## config.mk

```make
export PLATFORM = sky130hd
export DESIGN_NAME = sbf_fetch_agent
export DESIGN_NICKNAME = d
export VERILOG_FILES = /design/src/rtl/sbf_pkg.sv /design/src/rtl/sbf_fetch_agent.sv
export SDC_FILE = /design/constraint.sdc
export NUM_CORES = 1
export LEC_CHECK = 0
export BUFFER_PORTS_ARGS = -buffer_cell sky130_fd_sc_hd__buf_2
export CAP_MARGIN = 15
export CORE_AREA = 2 2 353 355
export CTS_CLUSTER_DIAMETER = 60
export DETAILED_ROUTE_END_ITERATION = 8
export DIE_AREA = 0 0 355 357
export SLEW_MARGIN = 25
export SYNTH_ARGS = -nofsm -noshare
export SYNTH_HDL_FRONTEND = slang
export SYNTH_SLANG_ARGS = --single-unit
```

## constraint.sdc

```tcl
create_clock -name clk -period 23.6 [get_ports clk]
set_input_delay 5.9 -clock clk [delete_from_list [all_inputs] [get_ports clk]]
set_output_delay 5.9 -clock clk [all_outputs]
set_load 0.02 [all_outputs]
```

## src/rtl/sbf_pkg.sv

```systemverilog
// Purpose: Shared constants and types for the serial-bus request fetch agent.
// Assumes: Command blocks arrive as a 10-byte descriptor, byte 0 in the top bits.
// Notes: Sense values are the only codes the agent builds itself.
package sbf_pkg;
    // ==========================================================
    // Widths
    localparam int ADDR_W = 48;
    localparam int CDB_W = 80;
    localparam int TAG_W = 4;
    localparam int LEN_W = 24;
    // ==========================================================
    // Descriptor field positions
    localparam int OPC_HI = 79;
    localparam int OPC_LO = 72;
    localparam int MODE_HI = 66;
    localparam int MODE_LO = 64;
    localparam int LEN_HI = 31;
    localparam int LEN_LO = 8;
    localparam int CTRL_HI = 7;
    localparam int CTRL_LO = 0;
    // ==========================================================
    // Codes
    localparam logic [7:0] OPC_WRITE_BUFFER = 8'h3b;
    localparam logic [2:0] MODE_DL_SAVE = 3'b101;
    localparam logic [7:0] CTRL_ZERO = 8'h00;
    localparam logic [3:0] SK_UNIT_ATTN = 4'h6;
    localparam logic [7:0] ASC_UCODE_CHANGED = 8'h3f;
    localparam logic [7:0] ASCQ_UCODE_CHANGED = 8'h01;
    localparam logic [ADDR_W-1:0] ADDR_ZERO = 48'h0;
    // ==========================================================
    // Agent states
    typedef enum logic [1:0] {CA_RESET, CA_ACTIVE, CA_SUSPENDED} sbf_cmd_state_t;
    typedef enum logic [1:0] {MA_RESET, MA_FETCH, MA_LOGGED} sbf_mgmt_state_t;
endpackage : sbf_pkg

```

## src/rtl/sbf_fetch_agent.sv

```systemverilog
// Purpose: Device-side login, command agent and request fetch with status return.
// Assumes: Bus transactions are performed by an outer link layer via these strobes.
// Notes: Nonvolatile storage itself is outside; nvCommit asks it to keep the image.
module sbf_fetch_agent #(
    parameter int DEPTH = 8,
    parameter int NINIT = 4,
    parameter logic [sbf_pkg::ADDR_W-1:0] CMD_AGENT_BASE = 48'h0000_0001_0000
) (
    // Clock and reset
    input wire logic clk,
    input wire logic sys_rst,
    input wire logic busReset,
    // Register writes from the link
    input wire logic mgmtWr,
    input wire logic [sbf_pkg::ADDR_W-1:0] mgmtAddr,
    input wire logic orbPtrWr,
    input wire logic [sbf_pkg::ADDR_W-1:0] orbPtrAddr,
    input wire logic doorbellWr,
    // Login block fetch
    output logic loginFetchReq,
    output logic [sbf_pkg::ADDR_W-1:0] loginFetchAddr,
    input wire logic loginDone,
    input wire logic [31:0] loginPassword,
    input wire logic [sbf_pkg::ADDR_W-1:0] loginRespAddrIn,
    input wire logic [sbf_pkg::ADDR_W-1:0] loginStatusAddrIn,
    input wire logic [$clog2(NINIT)-1:0] loginInitId,
    input wire logic [31:0] currentPassword,
    input wire logic [31:0] masterPassword,
    // Login answer
    output logic loginRespValid,
    output logic loginReject,
    output logic [sbf_pkg::ADDR_W-1:0] loginRespAddr,
    output logic [sbf_pkg::ADDR_W-1:0] loginCmdBase,
    // Request fetch
    output logic fetchReq,
    output logic fetchLinkOnly,
    output logic [sbf_pkg::ADDR_W-1:0] fetchAddr,
    input wire logic fetchDone,
    input wire logic fetchNextNull,
    input wire logic [sbf_pkg::ADDR_W-1:0] fetchNext,
    input wire logic [sbf_pkg::CDB_W-1:0] fetchCdb,
    // Execution engine
    output logic execValid,
    output logic [sbf_pkg::TAG_W-1:0] execTag,
    output logic [sbf_pkg::CDB_W-1:0] execCdb,
    output logic [sbf_pkg::LEN_W-1:0] execMaxLen,
    input wire logic execDone,
    input wire logic [sbf_pkg::TAG_W-1:0] execDoneTag,
    input wire logic execOk,
    input wire logic [3:0] execSenseKey,
    // Read data toward initiator memory
    input wire logic rdValid,
    input wire logic [31:0] rdData,
    output logic blkWrValid,
    output logic [31:0] blkWrData,
    // Status blocks
    output logic statusValid,
    output logic [sbf_pkg::ADDR_W-1:0] statusAddr,
    output logic [sbf_pkg::TAG_W-1:0] statusTag,
    output logic [3:0] statusSenseKey,
    // Microcode save and attention
    input wire logic [NINIT-1:0] unsolEnable,
    output logic nvCommit,
    output logic uaValid,
    output logic [NINIT-1:0] uaMask,
    output logic [3:0] uaSenseKey,
    output logic [7:0] uaAsc,
    output logic [7:0] uaAscq,
    // Agent state
    output logic [1:0] cmdState
);
    import sbf_pkg::*;

    localparam int CNT_W = $clog2(DEPTH + 1);
    localparam logic [CNT_W-1:0] CNT_FULL = CNT_W'(DEPTH);

    // ==========================================================
    // Management agent
    sbf_mgmt_state_t mgmtState_q;
    logic [ADDR_W-1:0] statusFifo_q;
    logic [$clog2(NINIT)-1:0] ownerId_q;
    logic passOk;

    assign passOk = (loginPassword == currentPassword) || (loginPassword == masterPassword);

    // Login is a two-step exchange: fetch block, then answer
    always_ff @(posedge clk or posedge sys_rst) begin
        if (sys_rst) begin
            mgmtState_q <= MA_RESET;
            loginFetchReq <= 1'b0;
            loginFetchAddr <= ADDR_ZERO;
            loginRespValid <= 1'b0;
            loginReject <= 1'b0;
            loginRespAddr <= ADDR_ZERO;
            loginCmdBase <= ADDR_ZERO;
            statusFifo_q <= ADDR_ZERO;
            ownerId_q <= '0;
        end else begin
            loginFetchReq <= 1'b0;
            loginRespValid <= 1'b0;
            loginReject <= 1'b0;
            if (busReset) begin
                mgmtState_q <= MA_RESET;
            end else begin
                unique case (mgmtState_q)
                    MA_RESET: begin
                        if (mgmtWr) begin
                            loginFetchReq <= 1'b1;
                            loginFetchAddr <= mgmtAddr;
                            mgmtState_q <= MA_FETCH;
                        end
                    end
                    MA_FETCH: begin
                        if (loginDone && passOk) begin
                            loginRespValid <= 1'b1;
                            loginRespAddr <= loginRespAddrIn;
                            loginCmdBase <= CMD_AGENT_BASE;
                            statusFifo_q <= loginStatusAddrIn;
                            ownerId_q <= loginInitId;
                            mgmtState_q <= MA_LOGGED;
                        end else if (loginDone) begin
                            loginReject <= 1'b1;
                            mgmtState_q <= MA_RESET;
                        end
                    end
                    MA_LOGGED: begin
                        mgmtState_q <= MA_LOGGED;
                    end
                endcase
            end
        end
    end

    // ==========================================================
    // Command agent and fetch engine
    sbf_cmd_state_t cmdState_q;
    logic fetchBusy_q;
    logic nullSeen_q;
    logic relink_q;
    logic bellLate_q;
    logic [ADDR_W-1:0] nextAddr_q;
    logic [ADDR_W-1:0] lastAddr_q;
    logic [CNT_W-1:0] inFlight_q;
    logic [TAG_W-1:0] tagNext_q;
    logic canFetch;
    logic dispatch;
    logic retire;
    logic isUcode;

    assign canFetch = (cmdState_q == CA_ACTIVE) && !nullSeen_q && !fetchBusy_q && (inFlight_q != CNT_FULL);
    assign dispatch = fetchDone && fetchBusy_q && !relink_q;
    assign retire = execDone && (inFlight_q != '0);
    assign isUcode = (fetchCdb[OPC_HI:OPC_LO] == OPC_WRITE_BUFFER)
        && (fetchCdb[MODE_HI:MODE_LO] == MODE_DL_SAVE)
        && (fetchCdb[CTRL_HI:CTRL_LO] == CTRL_ZERO);

    // State walk: Reset -> Active -> Suspended -> Active on doorbell
    always_ff @(posedge clk or posedge sys_rst) begin
        if (sys_rst) begin
            cmdState_q <= CA_RESET;
            fetchBusy_q <= 1'b0;
            nullSeen_q <= 1'b0;
            relink_q <= 1'b0;
            bellLate_q <= 1'b0;
            nextAddr_q <= ADDR_ZERO;
            lastAddr_q <= ADDR_ZERO;
            fetchReq <= 1'b0;
            fetchLinkOnly <= 1'b0;
            fetchAddr <= ADDR_ZERO;
        end else begin
            fetchReq <= 1'b0;
            if (busReset) begin
                cmdState_q <= CA_RESET;
                fetchBusy_q <= 1'b0;
                nullSeen_q <= 1'b0;
                relink_q <= 1'b0;
                bellLate_q <= 1'b0;
            end else begin
                unique case (cmdState_q)
                    CA_RESET: begin
                        // Doorbell has no effect here
                        if (orbPtrWr && mgmtState_q == MA_LOGGED) begin
                            cmdState_q <= CA_ACTIVE;
                            nextAddr_q <= orbPtrAddr;
                            nullSeen_q <= 1'b0;
                        end
                    end
                    CA_ACTIVE: begin
                        // A bell after the null link is held for the suspend point; earlier ones drop
                        if (doorbellWr && nullSeen_q && !relink_q) begin
                            bellLate_q <= 1'b1;
                        end
                        if (canFetch) begin
                            fetchReq <= 1'b1;
                            fetchLinkOnly <= 1'b0;
                            fetchAddr <= nextAddr_q;
                            fetchBusy_q <= 1'b1;
                        end
                        if (fetchDone && fetchBusy_q) begin
                            fetchBusy_q <= 1'b0;
                            relink_q <= 1'b0;
                            if (!relink_q) begin
                                lastAddr_q <= fetchAddr;
                            end
                            if (fetchNextNull) begin
                                nullSeen_q <= 1'b1;
                            end else begin
                                nextAddr_q <= fetchNext;
                            end
                        end
                        // Suspend only once every fetched command has retired
                        if (nullSeen_q && !fetchBusy_q && inFlight_q == '0) begin
                            cmdState_q <= CA_SUSPENDED;
                        end
                    end
                    CA_SUSPENDED: begin
                        if (doorbellWr || bellLate_q) begin
                            cmdState_q <= CA_ACTIVE;
                            bellLate_q <= 1'b0;
                            nullSeen_q <= 1'b0;
                            relink_q <= 1'b1;
                            fetchBusy_q <= 1'b1;
                            fetchReq <= 1'b1;
                            fetchLinkOnly <= 1'b1;
                            fetchAddr <= lastAddr_q;
                        end
                    end
                    default: begin
                        cmdState_q <= CA_RESET;
                    end
                endcase
            end
        end
    end

    // ==========================================================
    // Dispatch to the execution engine; tags let it finish out of order
    always_ff @(posedge clk or posedge sys_rst) begin
        if (sys_rst) begin
            execValid <= 1'b0;
            execTag <= '0;
            execCdb <= '0;
            execMaxLen <= '0;
            tagNext_q <= '0;
        end else begin
            execValid <= dispatch;
            if (dispatch) begin
                execTag <= tagNext_q;
                execCdb <= fetchCdb;
                execMaxLen <= fetchCdb[LEN_HI:LEN_LO];
                tagNext_q <= tagNext_q + 1'b1;
            end
        end
    end

    // Commands held locally; caps the fetch window at DEPTH
    always_ff @(posedge clk or posedge sys_rst) begin
        if (sys_rst) begin
            inFlight_q <= '0;
        end else if (busReset) begin
            inFlight_q <= '0;
        end else if (dispatch && !retire) begin
            inFlight_q <= inFlight_q + 1'b1;
        end else if (retire && !dispatch) begin
            inFlight_q <= inFlight_q - 1'b1;
        end
    end

    assign cmdState = cmdState_q;

    // ==========================================================
    // Read data and status return
    always_ff @(posedge clk or posedge sys_rst) begin
        if (sys_rst) begin
            blkWrValid <= 1'b0;
            blkWrData <= '0;
        end else begin
            blkWrValid <= rdValid;
            blkWrData <= rdData;
        end
    end

    // One status block per retired command, the cycle after execDone
    always_ff @(posedge clk or posedge sys_rst) begin
        if (sys_rst) begin
            statusValid <= 1'b0;
            statusAddr <= ADDR_ZERO;
            statusTag <= '0;
            statusSenseKey <= '0;
        end else begin
            statusValid <= retire;
            if (retire) begin
                statusAddr <= statusFifo_q;
                statusTag <= execDoneTag;
                statusSenseKey <= execSenseKey;
            end
        end
    end

    // ==========================================================
    // Microcode save; only one download is tracked at a time
    logic ucodePend_q;
    logic [TAG_W-1:0] ucodeTag_q;
    logic ucodeHit;

    assign ucodeHit = retire && ucodePend_q && (execDoneTag == ucodeTag_q);

    always_ff @(posedge clk or posedge sys_rst) begin
        if (sys_rst) begin
            ucodePend_q <= 1'b0;
            ucodeTag_q <= '0;
            nvCommit <= 1'b0;
            uaValid <= 1'b0;
            uaMask <= '0;
            uaSenseKey <= '0;
            uaAsc <= '0;
            uaAscq <= '0;
        end else begin
            // Image survives resets because only nvCommit replaces it
            nvCommit <= ucodeHit && execOk;
            uaValid <= ucodeHit && execOk && ((unsolEnable & ~(NINIT'(1) << ownerId_q)) != '0);
            if (ucodeHit && execOk) begin
                uaMask <= unsolEnable & ~(NINIT'(1) << ownerId_q);
                uaSenseKey <= SK_UNIT_ATTN;
                uaAsc <= ASC_UCODE_CHANGED;
                uaAscq <= ASCQ_UCODE_CHANGED;
            end
            if (ucodeHit) begin
                ucodePend_q <= 1'b0;
            end
            if (dispatch && isUcode) begin
                ucodePend_q <= 1'b1;
                ucodeTag_q <= tagNext_q;
            end
        end
    end
endmodule : sbf_fetch_agent

```

# Yosys cells after proc, flatten, opt, wreduce, memory -nomap -nowiden
# Index checks and enable logic that the tools add are counted.
[classes]
n_reduce_logical = 51
n_addsub = 3
n_shift = 1
eq_ne = 24
muxes = 55
bitwise_logic = 4
[ops]
columns = ["cell", "n"]
rows = [
  ["$mux 48", 5],
  ["$pmux 48 s2", 2],
  ["$eq 32x32->1", 2],
  ["$mux 1", 29],
  ["$logic_and 1x1->1", 21],
  ["$reduce_and 3->1", 6],
  ["$mux 2", 8],
  ["$mux 4", 3],
  ["$ne 3x3->1 const B", 4],
  ["$pmux 2 s3", 2],
  ["$reduce_bool 4->1", 3],
  ["$pmux 1 s2", 5],
  ["$reduce_and 5->1", 2],
  ["$ne 3x2->1 const B", 3],
  ["$add 4x1->4 const B", 2],
  ["$eq 8x6->1 const B", 1],
  ["$logic_not 8->1", 1],
  ["$ne 2x2->1 const B", 4],
  ["$ne 4x4->1 const B", 2],
  ["$reduce_and 4->1", 2],
  ["$reduce_bool 2->1", 3],
  ["$reduce_bool 3->1", 2],
  ["$logic_not 1->1", 5],
  ["$and 4x4->4", 1],
  ["15 further kinds", 20],
]
[totals]
in_bits = 474
regBits = 525
out_inout_bits = 424

# Logic depth before layout (Yosys ltp)
# Gate-level depths: netlist of the first run.
[depth]
depth_word = 8
depth_mapped = 11
depth_no_buf = 11

# Least setup slack after synthesis of the first run
# OpenSTA, ideal clock, no wires.
[synth_timing]
path_kind = "input to register"
startpoint = "in currentPassword[20]"
endpoint = "reg loginRespAddr[0] (netlist bit)"
path_buffers = 2
cell_stages = 8
t_arrival_ns = 7.493
setup_ns = 0.125
slack_ns = 15.981
t_required_ns = 23.475
cell_sequence = "xor2_1 -> nor4_1 -> nand4_1 -> o22ai_2 -> nor3b_4 -> buf_12 -> buf_12 -> mux2_4"
[synth_via]
elab_chain_cells = 4
[synth_lines]
columns = ["element", "line_no", "text"]
rows = [
  ["start, declared", "sbf_fetch_agent.sv:27", "input wire logic [31:0] currentPassword,"],
  ["$eq 32x32->1", "sbf_fetch_agent.sv:84", "assign passOk = (loginPassword == currentPassword) || (loginPassword == masterPassword);"],
  ["$logic_or 1x1->1", "sbf_fetch_agent.sv:84", ""],
  ["$logic_and 1x1->1", "sbf_fetch_agent.sv:114", "if (loginDone && passOk) begin"],
  ["$reduce_and 3->1 (no source line)", "--", ""],
  ["end signal, assigned", "sbf_fetch_agent.sv:116", "loginRespAddr <= loginRespAddrIn;"],
  ["end, declared", "sbf_fetch_agent.sv:32", "output logic [sbf_pkg::ADDR_W-1:0] loginRespAddr,"],
]
# Every way passes these cells.
# A chain may end at the register's enable or synchronous reset.

# Worst setup path in the final report of the first run
[layout_timing]
startpoint = "in loginPassword[31]"
endpoint = "reg statusFifo_q[47]"
[layout_via]
elab_chain_cells = 4
elab_cells_between_ends = 5
[layout_lines]
columns = ["element", "line_no", "text"]
rows = [
  ["start, declared", "sbf_fetch_agent.sv:23", "input wire logic [31:0] loginPassword,"],
  ["$eq 32x32->1", "sbf_fetch_agent.sv:84", ""],
  ["$logic_or 1x1->1 *", "sbf_fetch_agent.sv:84", ""],
  ["$logic_and 1x1->1 *", "sbf_fetch_agent.sv:114", ""],
  ["$reduce_and 3->1 (no source line) *", "--", ""],
  ["end signal, assigned", "sbf_fetch_agent.sv:118", "statusFifo_q <= loginStatusAddrIn;"],
  ["end, declared", "sbf_fetch_agent.sv:80", "logic [ADDR_W-1:0] statusFifo_q;"],
]
# Every way passes the cells marked *; elsewhere a longest branch is shown, timed or not.

==> reports/qor.txt, run 1 <==
Clock transition at the registers of the reported paths - 0.06 ns
Placed cells - 4,287
Slowest cell on the critical path - buf_4
Critical Path, Cell by Cell - buf_2 > xor2_1 > nor4_1 > nand4_1 > o22ai_2 > nor3b_4 > buf_4 > buf_4 > mux2_4
Setup Viol. Count Final - 0
Max-cap viol count - 0
Comb pwr share - 0.293
Clock Path Buffers - 3
Number of clock sinks - 499
Peak Freq - 0.104 GHz
Final WS setup - 13.95 ns
Core area - 123,000 sq um
Row count - 129
WL per Instance - 18.2 um
Asr flop ratio synth - 1.00
Grt ovf - 0
Synth top cells by count - 582 x nand2_1, 499 x dfrtp_1, 113 x nor2_1
Distinct cells, synth - 49
CTS root buffer - clkbuf_16
Mapped cell area - 21,300 sq um
Synth Register Bits - 499
Gpl congestion - 0.982
Status - finished clean
Layout cells sized above 1 - 0.412
IO Count - 898
Initial antenna violation count - 45
Post-CTS Setup Bufs - 0
Switching power - 0.00119 W
Setup TNS - 0 ns
Largest net degree at the start of global routing - 137
Worst Path Required - 24.12 ns
CP Capture Type - register
RSZ-0062 raised after global routing - false
Starting density of the core - 0.173
Pleak - 15.2 nW
Post_cts resized - 0
Top cells by area, synth - dfrtp_1 59%, nand2_1 10%, mux2_4 6.9%, mux2i_1 4.7%, buf_4 3.2%
Post-synth EDFFs - 0
Die H - 357 um
Clk_lat worst skew - 0.65 ns
Hold WC Path Type - reg -> reg
DRC - 0
Fin. Hold Viols - 0
Max rail drop VDD - 0.0736 mV
Post-layout minimum cycle time - 9.65 ns
Slew at the pin with the worst max-slew slack - 1.01 ns
Avg Cell Area, Syn - 11.1 sq um
Critical path class - in -> reg
Die width - 355 um
Vias in the first global route - 16,600
Warnings, synthesis - 0
Number of vias per cell - 3.77
Buf/Inv on CP - 3
Seq/Total Area, Yosys - 0.586
Fin. max-slew vios - 0
Cts-stage hold buffer count - 0
Sequential share of power - 0.370
Crit path max fanout - 53
Setup WS pre-CTS - 13.58 ns
Switch share - 0.367
P_int - 0.00205 W
CTS tree - done
Area Growth Syn to Fin - 37.3%
Reg2reg setup slack - 20.04 ns
Clock power share - 0.337
Worst Skew - 0.0246 ns
Cell with the most instances after synthesis - nand2_1
Synth Instances - 1,917
CP Launch Type - input pin
Cell taking the most area after synthesis - dfrtp_1
DP Wirelength - 61,300 um
Total GRT Usage - 0.122
PD cells - 111 nW/um^2
Slew Limit Headroom - 0.326
Ys flop type - dfrtp_1
Power Total - 0.00324 W
Die Area - 127,000 sq um
CP most frequent cell - buf_4
Post-DRT Antenna Nets - 0
Vias after detailed routing - 16,600
Drt pass-1 iters - 5
Buffers on Ports - 839
Worst path max stage delay - 0.87 ns
Final WL - 80,200 um
First-pass GRT wire length - 113,000 um
Arrival time worst endpoint - 10.17 ns
H-tree depth - 3
Hold slack final - 0.457 ns
Final nets - 3,205
CTS Buf Count - 68
Delay-heaviest family, CP - buffers and inverters
Post-synth top area share - 0.586
1st-iter DRT viols - 1,059
Post-Layout Cell Count - 4,416
Crit share post-route - 0.409
-- worst paths after layout --
kind,cells past startpoint,startpoint,end
max in group asynchronous,6,sys_rst,lastAddr_q[4]
hold / removal,2,statusFifo_q[28],statusAddr[28]
hold reg to reg,2,statusFifo_q[28],statusAddr[28]
setup reg to reg,7,mgmtState_q[1],statusFifo_q[47]
setup / recovery,9,loginPassword[31],statusFifo_q[47]
min in group asynchronous,2,sys_rst,blkWrData[18]
-- through the flow --
stage	area [sq um]	util
2_1_floorplan	21500	-
3_3_place_gp	26800	0.218
3_5_place_dp	26800	0.218
4_1_cts	29200	0.238
5_1_grt	29300	0.238
6_report	29300	0.238
-- power groups by stage --
stage	registers [W]	logic, W	clock network, W
after floorplan	0.00137	0.000448	0
after global placement	0.00120	0.000956	0
after detailed placement	0.00121	0.000971	0
after CTS	0.00120	0.000971	0.00113
after global routing	0.00123	0.00105	0.00117
final	0.00120	0.000950	0.00109
-- state kept, by name, indices dropped and copies added (netlist names), 32 cells and up --
signal / count
blkWrData: 32
statusAddr: 48
execCdb: 80
fetchAddr: 48
loginFetchAddr: 48
loginRespAddr: 48
nextAddr_q: 48
lastAddr_q: 48
statusFifo_q: 48
-- cell families after synthesis --
group           synth area share
fa+ha+maj                0.00622
other cells             0.000176
compound gates            0.0324
flops                      0.586
simple gates               0.140
xor+xnor                  0.0304
mux                        0.144
buf+inv                   0.0604
-- layer usage --
metal  vias up  share of wire  GRT usage
met3       174           0.10     0.0519
met5         -         0.0020          0
met1      8021           0.39      0.139
met2       703           0.48      0.202
met4        26          0.031     0.0443
li1       7708              -          -
-- placed cells by master (no fill, tap or decap), drive strengths merged, types with 2 or more instances in the layout --
master | netlist | layout
o31ai | 2 | 2
mux2i | 101 | 101
xor2 | 68 | 68
nand4 | 7 | 7
nand2 | 582 | 582
a21oi | 103 | 103
clkbuf | 46 | 86
diode | 0 | 5
buf | 138 | 861
a221oi | 2 | 2
xnor2 | 6 | 6
o21ai | 10 | 10
nand3 | 4 | 4
o22ai | 2 | 2
mux2 | 151 | 151
ha | 9 | 9
or4 | 2 | 2
inv | 18 | 29
nor3 | 7 | 7
nand2b | 3 | 3
nor3b | 3 | 3
dfrtp | 499 | 499
or2 | 3 | 3
clkinv | 0 | 15
a21o | 3 | 3
nor4 | 21 | 21
conb | 1 | 58
bufinv | 0 | 8
clkinvlp | 0 | 3
nor2 | 113 | 113
-- area by class of cell --
class                      instances  area [sq um]
antenna                            5          12.5
clock inverter                    37           529
clock buffer                      86          1880
fill                           13300         93700
multi-input combinational       1273          7840
inverter                          18          77.6
timing repair buffer             861          4400
tap                             1637          2050
sequential                       499         12500
-- worst reg2reg max path, delay by kind of cell, from the launching register on --
family                     cells  cell delay, ns
adders and majority gates      1            0.21
and+or+nand+nor                2            0.63
DFF                            1            0.39
muxes                          1            0.44
buffers and inverters          3            1.77
Note: power is estimated with default switching activity, not from simulation.
==> inputs of run 2 (changes only) <==
==> constraint.sdc (replaced) <==
create_clock -name clk -period 8.9 [get_ports clk]
set_input_delay 2.225 -clock clk [delete_from_list [all_inputs] [get_ports clk]]
set_output_delay 2.225 -clock clk [all_outputs]
set_load 0.02 [all_outputs]
==> reports/qor.txt, run 2 (synthesized netlist as in run 1, its figures left out) <==
Busiest grt layer - met2 (unchanged)
Final WS setup - 3.75 ns (was 13.95 ns)
Most common cell after layout, fill and taps aside - buf_2 (unchanged)
Fin. Hold Viols - 0 (unchanged)
Status - finished clean (unchanged)
CP Launch Type - input pin (unchanged)
Worst Skew - 0.0258 ns (was 0.0246 ns)
Comb pwr share - 0.295 (was 0.293)
Met3 usage - 0.0568 (was 0.0519)
Max reg flops - 80 (unchanged)
Switch share - 0.367 (about the same)
Drt pass-1 iters - 7 (was 5)
Hold WC Path Type - reg -> reg (unchanged)
Largest net degree at the start of global routing - 152 (was 137)
Vias after detailed routing - 16,600 (about the same)
Clock Path Buffers - 3 (unchanged)
Row count - 129 (unchanged)
Area Growth Syn to Fin - 36.9% (was 37.3%)
Reg with most FFs - execCdb (unchanged)
Crit share post-route - 0.578
Power Total - 0.00857 W (was 0.00324 W)
Final nets - 3,203 (was 3,205)
Starting density of the core - 0.173 (unchanged)
IO Count - 898 (unchanged)
Final WL - 82,200 um (was 80,200 um)
First-pass GRT wire length - 115,000 um (was 113,000 um)
Vias in the first global route - 16,700 (was 16,600)
Met1 Usage GRT - 0.141 (was 0.139)
Total GRT Usage - 0.124 (was 0.122)
1st-iter DRT viols - 913 (was 1,059)
Setup Viol. Count Final - 0 (unchanged)
Sequential share of power - 0.371 (was 0.370)
Most frequent cells in the layout - 839 x buf_2, 581 x nand2_1, 499 x dfrtp_1 (unchanged)
Number of vias per cell - 3.77 (about the same)
Die width - 355 um (unchanged)
DP Wirelength - 62,800 um (was 61,300 um)
Clock power share - 0.334 (was 0.337)
PD cells - 293 nW/um^2 (was 111 nW/um^2)
Buf/Inv on CP - 2 (was 3)
Max-cap viol count - 0 (unchanged)
Slew Limit Headroom - 0.223 (was 0.326)
Arrival time worst endpoint - 5.65 ns (was 10.17 ns)
Worst Path Required - 9.40 ns (was 24.12 ns)
Switching power - 0.00314 W (was 0.00119 W)
H-tree depth - 3 (unchanged)
Post_cts resized - 0 (unchanged)
Post-layout minimum cycle time - 5.15 ns
Delay-heaviest family, CP - simple AND/OR/NAND/NOR gates (was buffers and inverters)
Grt met2 use - 0.206 (was 0.202)
Number of clock sinks - 499 (unchanged)
Clk_lat worst skew - 0.61 ns (was 0.65 ns)
Slew at the pin with the worst max-slew slack - 1.16 ns (was 1.01 ns)
RSZ-0062 raised after global routing - false (unchanged)
Core area - 123,000 sq um (unchanged)
Worst path max stage delay - 0.70 ns (was 0.87 ns)
CTS root buffer - clkbuf_16 (unchanged)
Gpl congestion - 1.07 (was 0.982)
WL per Instance - 18.7 um (was 18.2 um)
Post-CTS Setup Bufs - 0 (unchanged)
Hold slack final - 0.458 ns (was 0.457 ns)
Critical path class - in -> reg (unchanged)
CTS Buf Count - 70 (was 68)
DRC - 0 (unchanged)
Max rail drop VDD - 0.232 mV (was 0.0736 mV)
P_int - 0.00542 W (was 0.00205 W)
Pleak - 15.1 nW (was 15.2 nW)
Grt ovf - 0 (unchanged)
Setup WS pre-CTS - 3.14 ns (was 13.58 ns)
Slowest cell on the critical path - nor3b_4 (was buf_4)
Layout cells sized above 1 - 0.410 (was 0.412)
Peak Freq - 0.194 GHz
Critical Path, Cell by Cell - buf_2 > xor2_1 > nor4_1 > nand4_1 > o22ai_2 > nor3b_4 > buf_12 > mux2_4 (was buf_2 > xor2_1 > nor4_1 > nand4_1 > o22ai_2 > nor3b_4 > buf_4 > buf_4 > mux2_4)
Clock transition at the registers of the reported paths - 0.06 ns (about the same)
Cts-stage hold buffer count - 0 (unchanged)
CP Capture Type - register (unchanged)
Crit path max fanout - 93 (was 53)
Post-DRT Antenna Nets - 0 (unchanged)
Die H - 357 um (unchanged)
Die Area - 127,000 sq um (unchanged)
Buffers on Ports - 839 (unchanged)
Initial antenna violation count - 44 (was 45)
CTS tree - done (unchanged)
Fin. max-slew vios - 0 (unchanged)
## run 2: layout make-up
class | count | area [sq um]
clock inverters | 32 | 412
clock buffers | 90 | 1950
repair buffers | 857 | 4380
fillers | 13300 | 93800
diodes | 2 | 5.00
well taps | 1637 | 2050
inverters | 18 | 73.8
multi-input cells | 1273 | 7830
flip-flops and latches | 499 | 12500
## run 2: final timing paths
| path | from | to | slack [ns] | cells past startpoint |
|---|---|---|---|---|
| max in group asynchronous | sys_rst | blkWrData[17] | 5.74 | 4 |
| setup reg to reg | relink_q | ucodeTag_q[1] | 5.11 | 7 |
| setup / recovery | loginPassword[25] | loginRespAddr[0] | 3.75 | 8 |
| hold / removal | statusFifo_q[16] | statusAddr[16] | 0.46 | 2 |
| hold reg to reg | statusFifo_q[16] | statusAddr[16] | 0.46 | 2 |
| min in group asynchronous | sys_rst | statusAddr[29] | 1.76 | 3 |
## run 2: worst reg2reg max path, stage by stage, from the launching register on
cell	delay, ns
dfrtp_1	0.40
inv_1	0.13
nand3_4	0.47
inv_4	0.65
buf_4	0.65
nand2_1	0.22
nor4_2	0.73
mux2_2	0.42
## run 2: power by group through the flow
stage / clock network, W / registers [W] / logic, W
after global routing: 0.00307 / 0.00326 / 0.00279
after global placement: 0 / 0.00320 / 0.00254
after detailed placement: 0 / 0.00321 / 0.00258
after floorplan: 0 / 0.00363 / 0.00119
final: 0.00286 / 0.00318 / 0.00253
after CTS: 0.00297 / 0.00319 / 0.00259
## run 2: metal layers
metal	share of wire	wire, um
met1	0.38	31500
met2	0.48	39300
met3	0.11	8840
met4	0.029	2420
met5	0.0026	214
## run 2: per-stage QoR
stage / setup TNS [ns] / cells / util / cell area [sq um]
3_5_place_dp: 0 / 4284 / 0.218 / 26800
2_1_floorplan: -47.65 / 1974 / - / 21500
4_1_cts: 0 / 4406 / 0.237 / 29200
5_1_grt: 0 / 4407 / 0.237 / 29200
6_report: 0 / 4408 / 0.237 / 29200
3_3_place_gp: 0 / 4284 / 0.218 / 26800
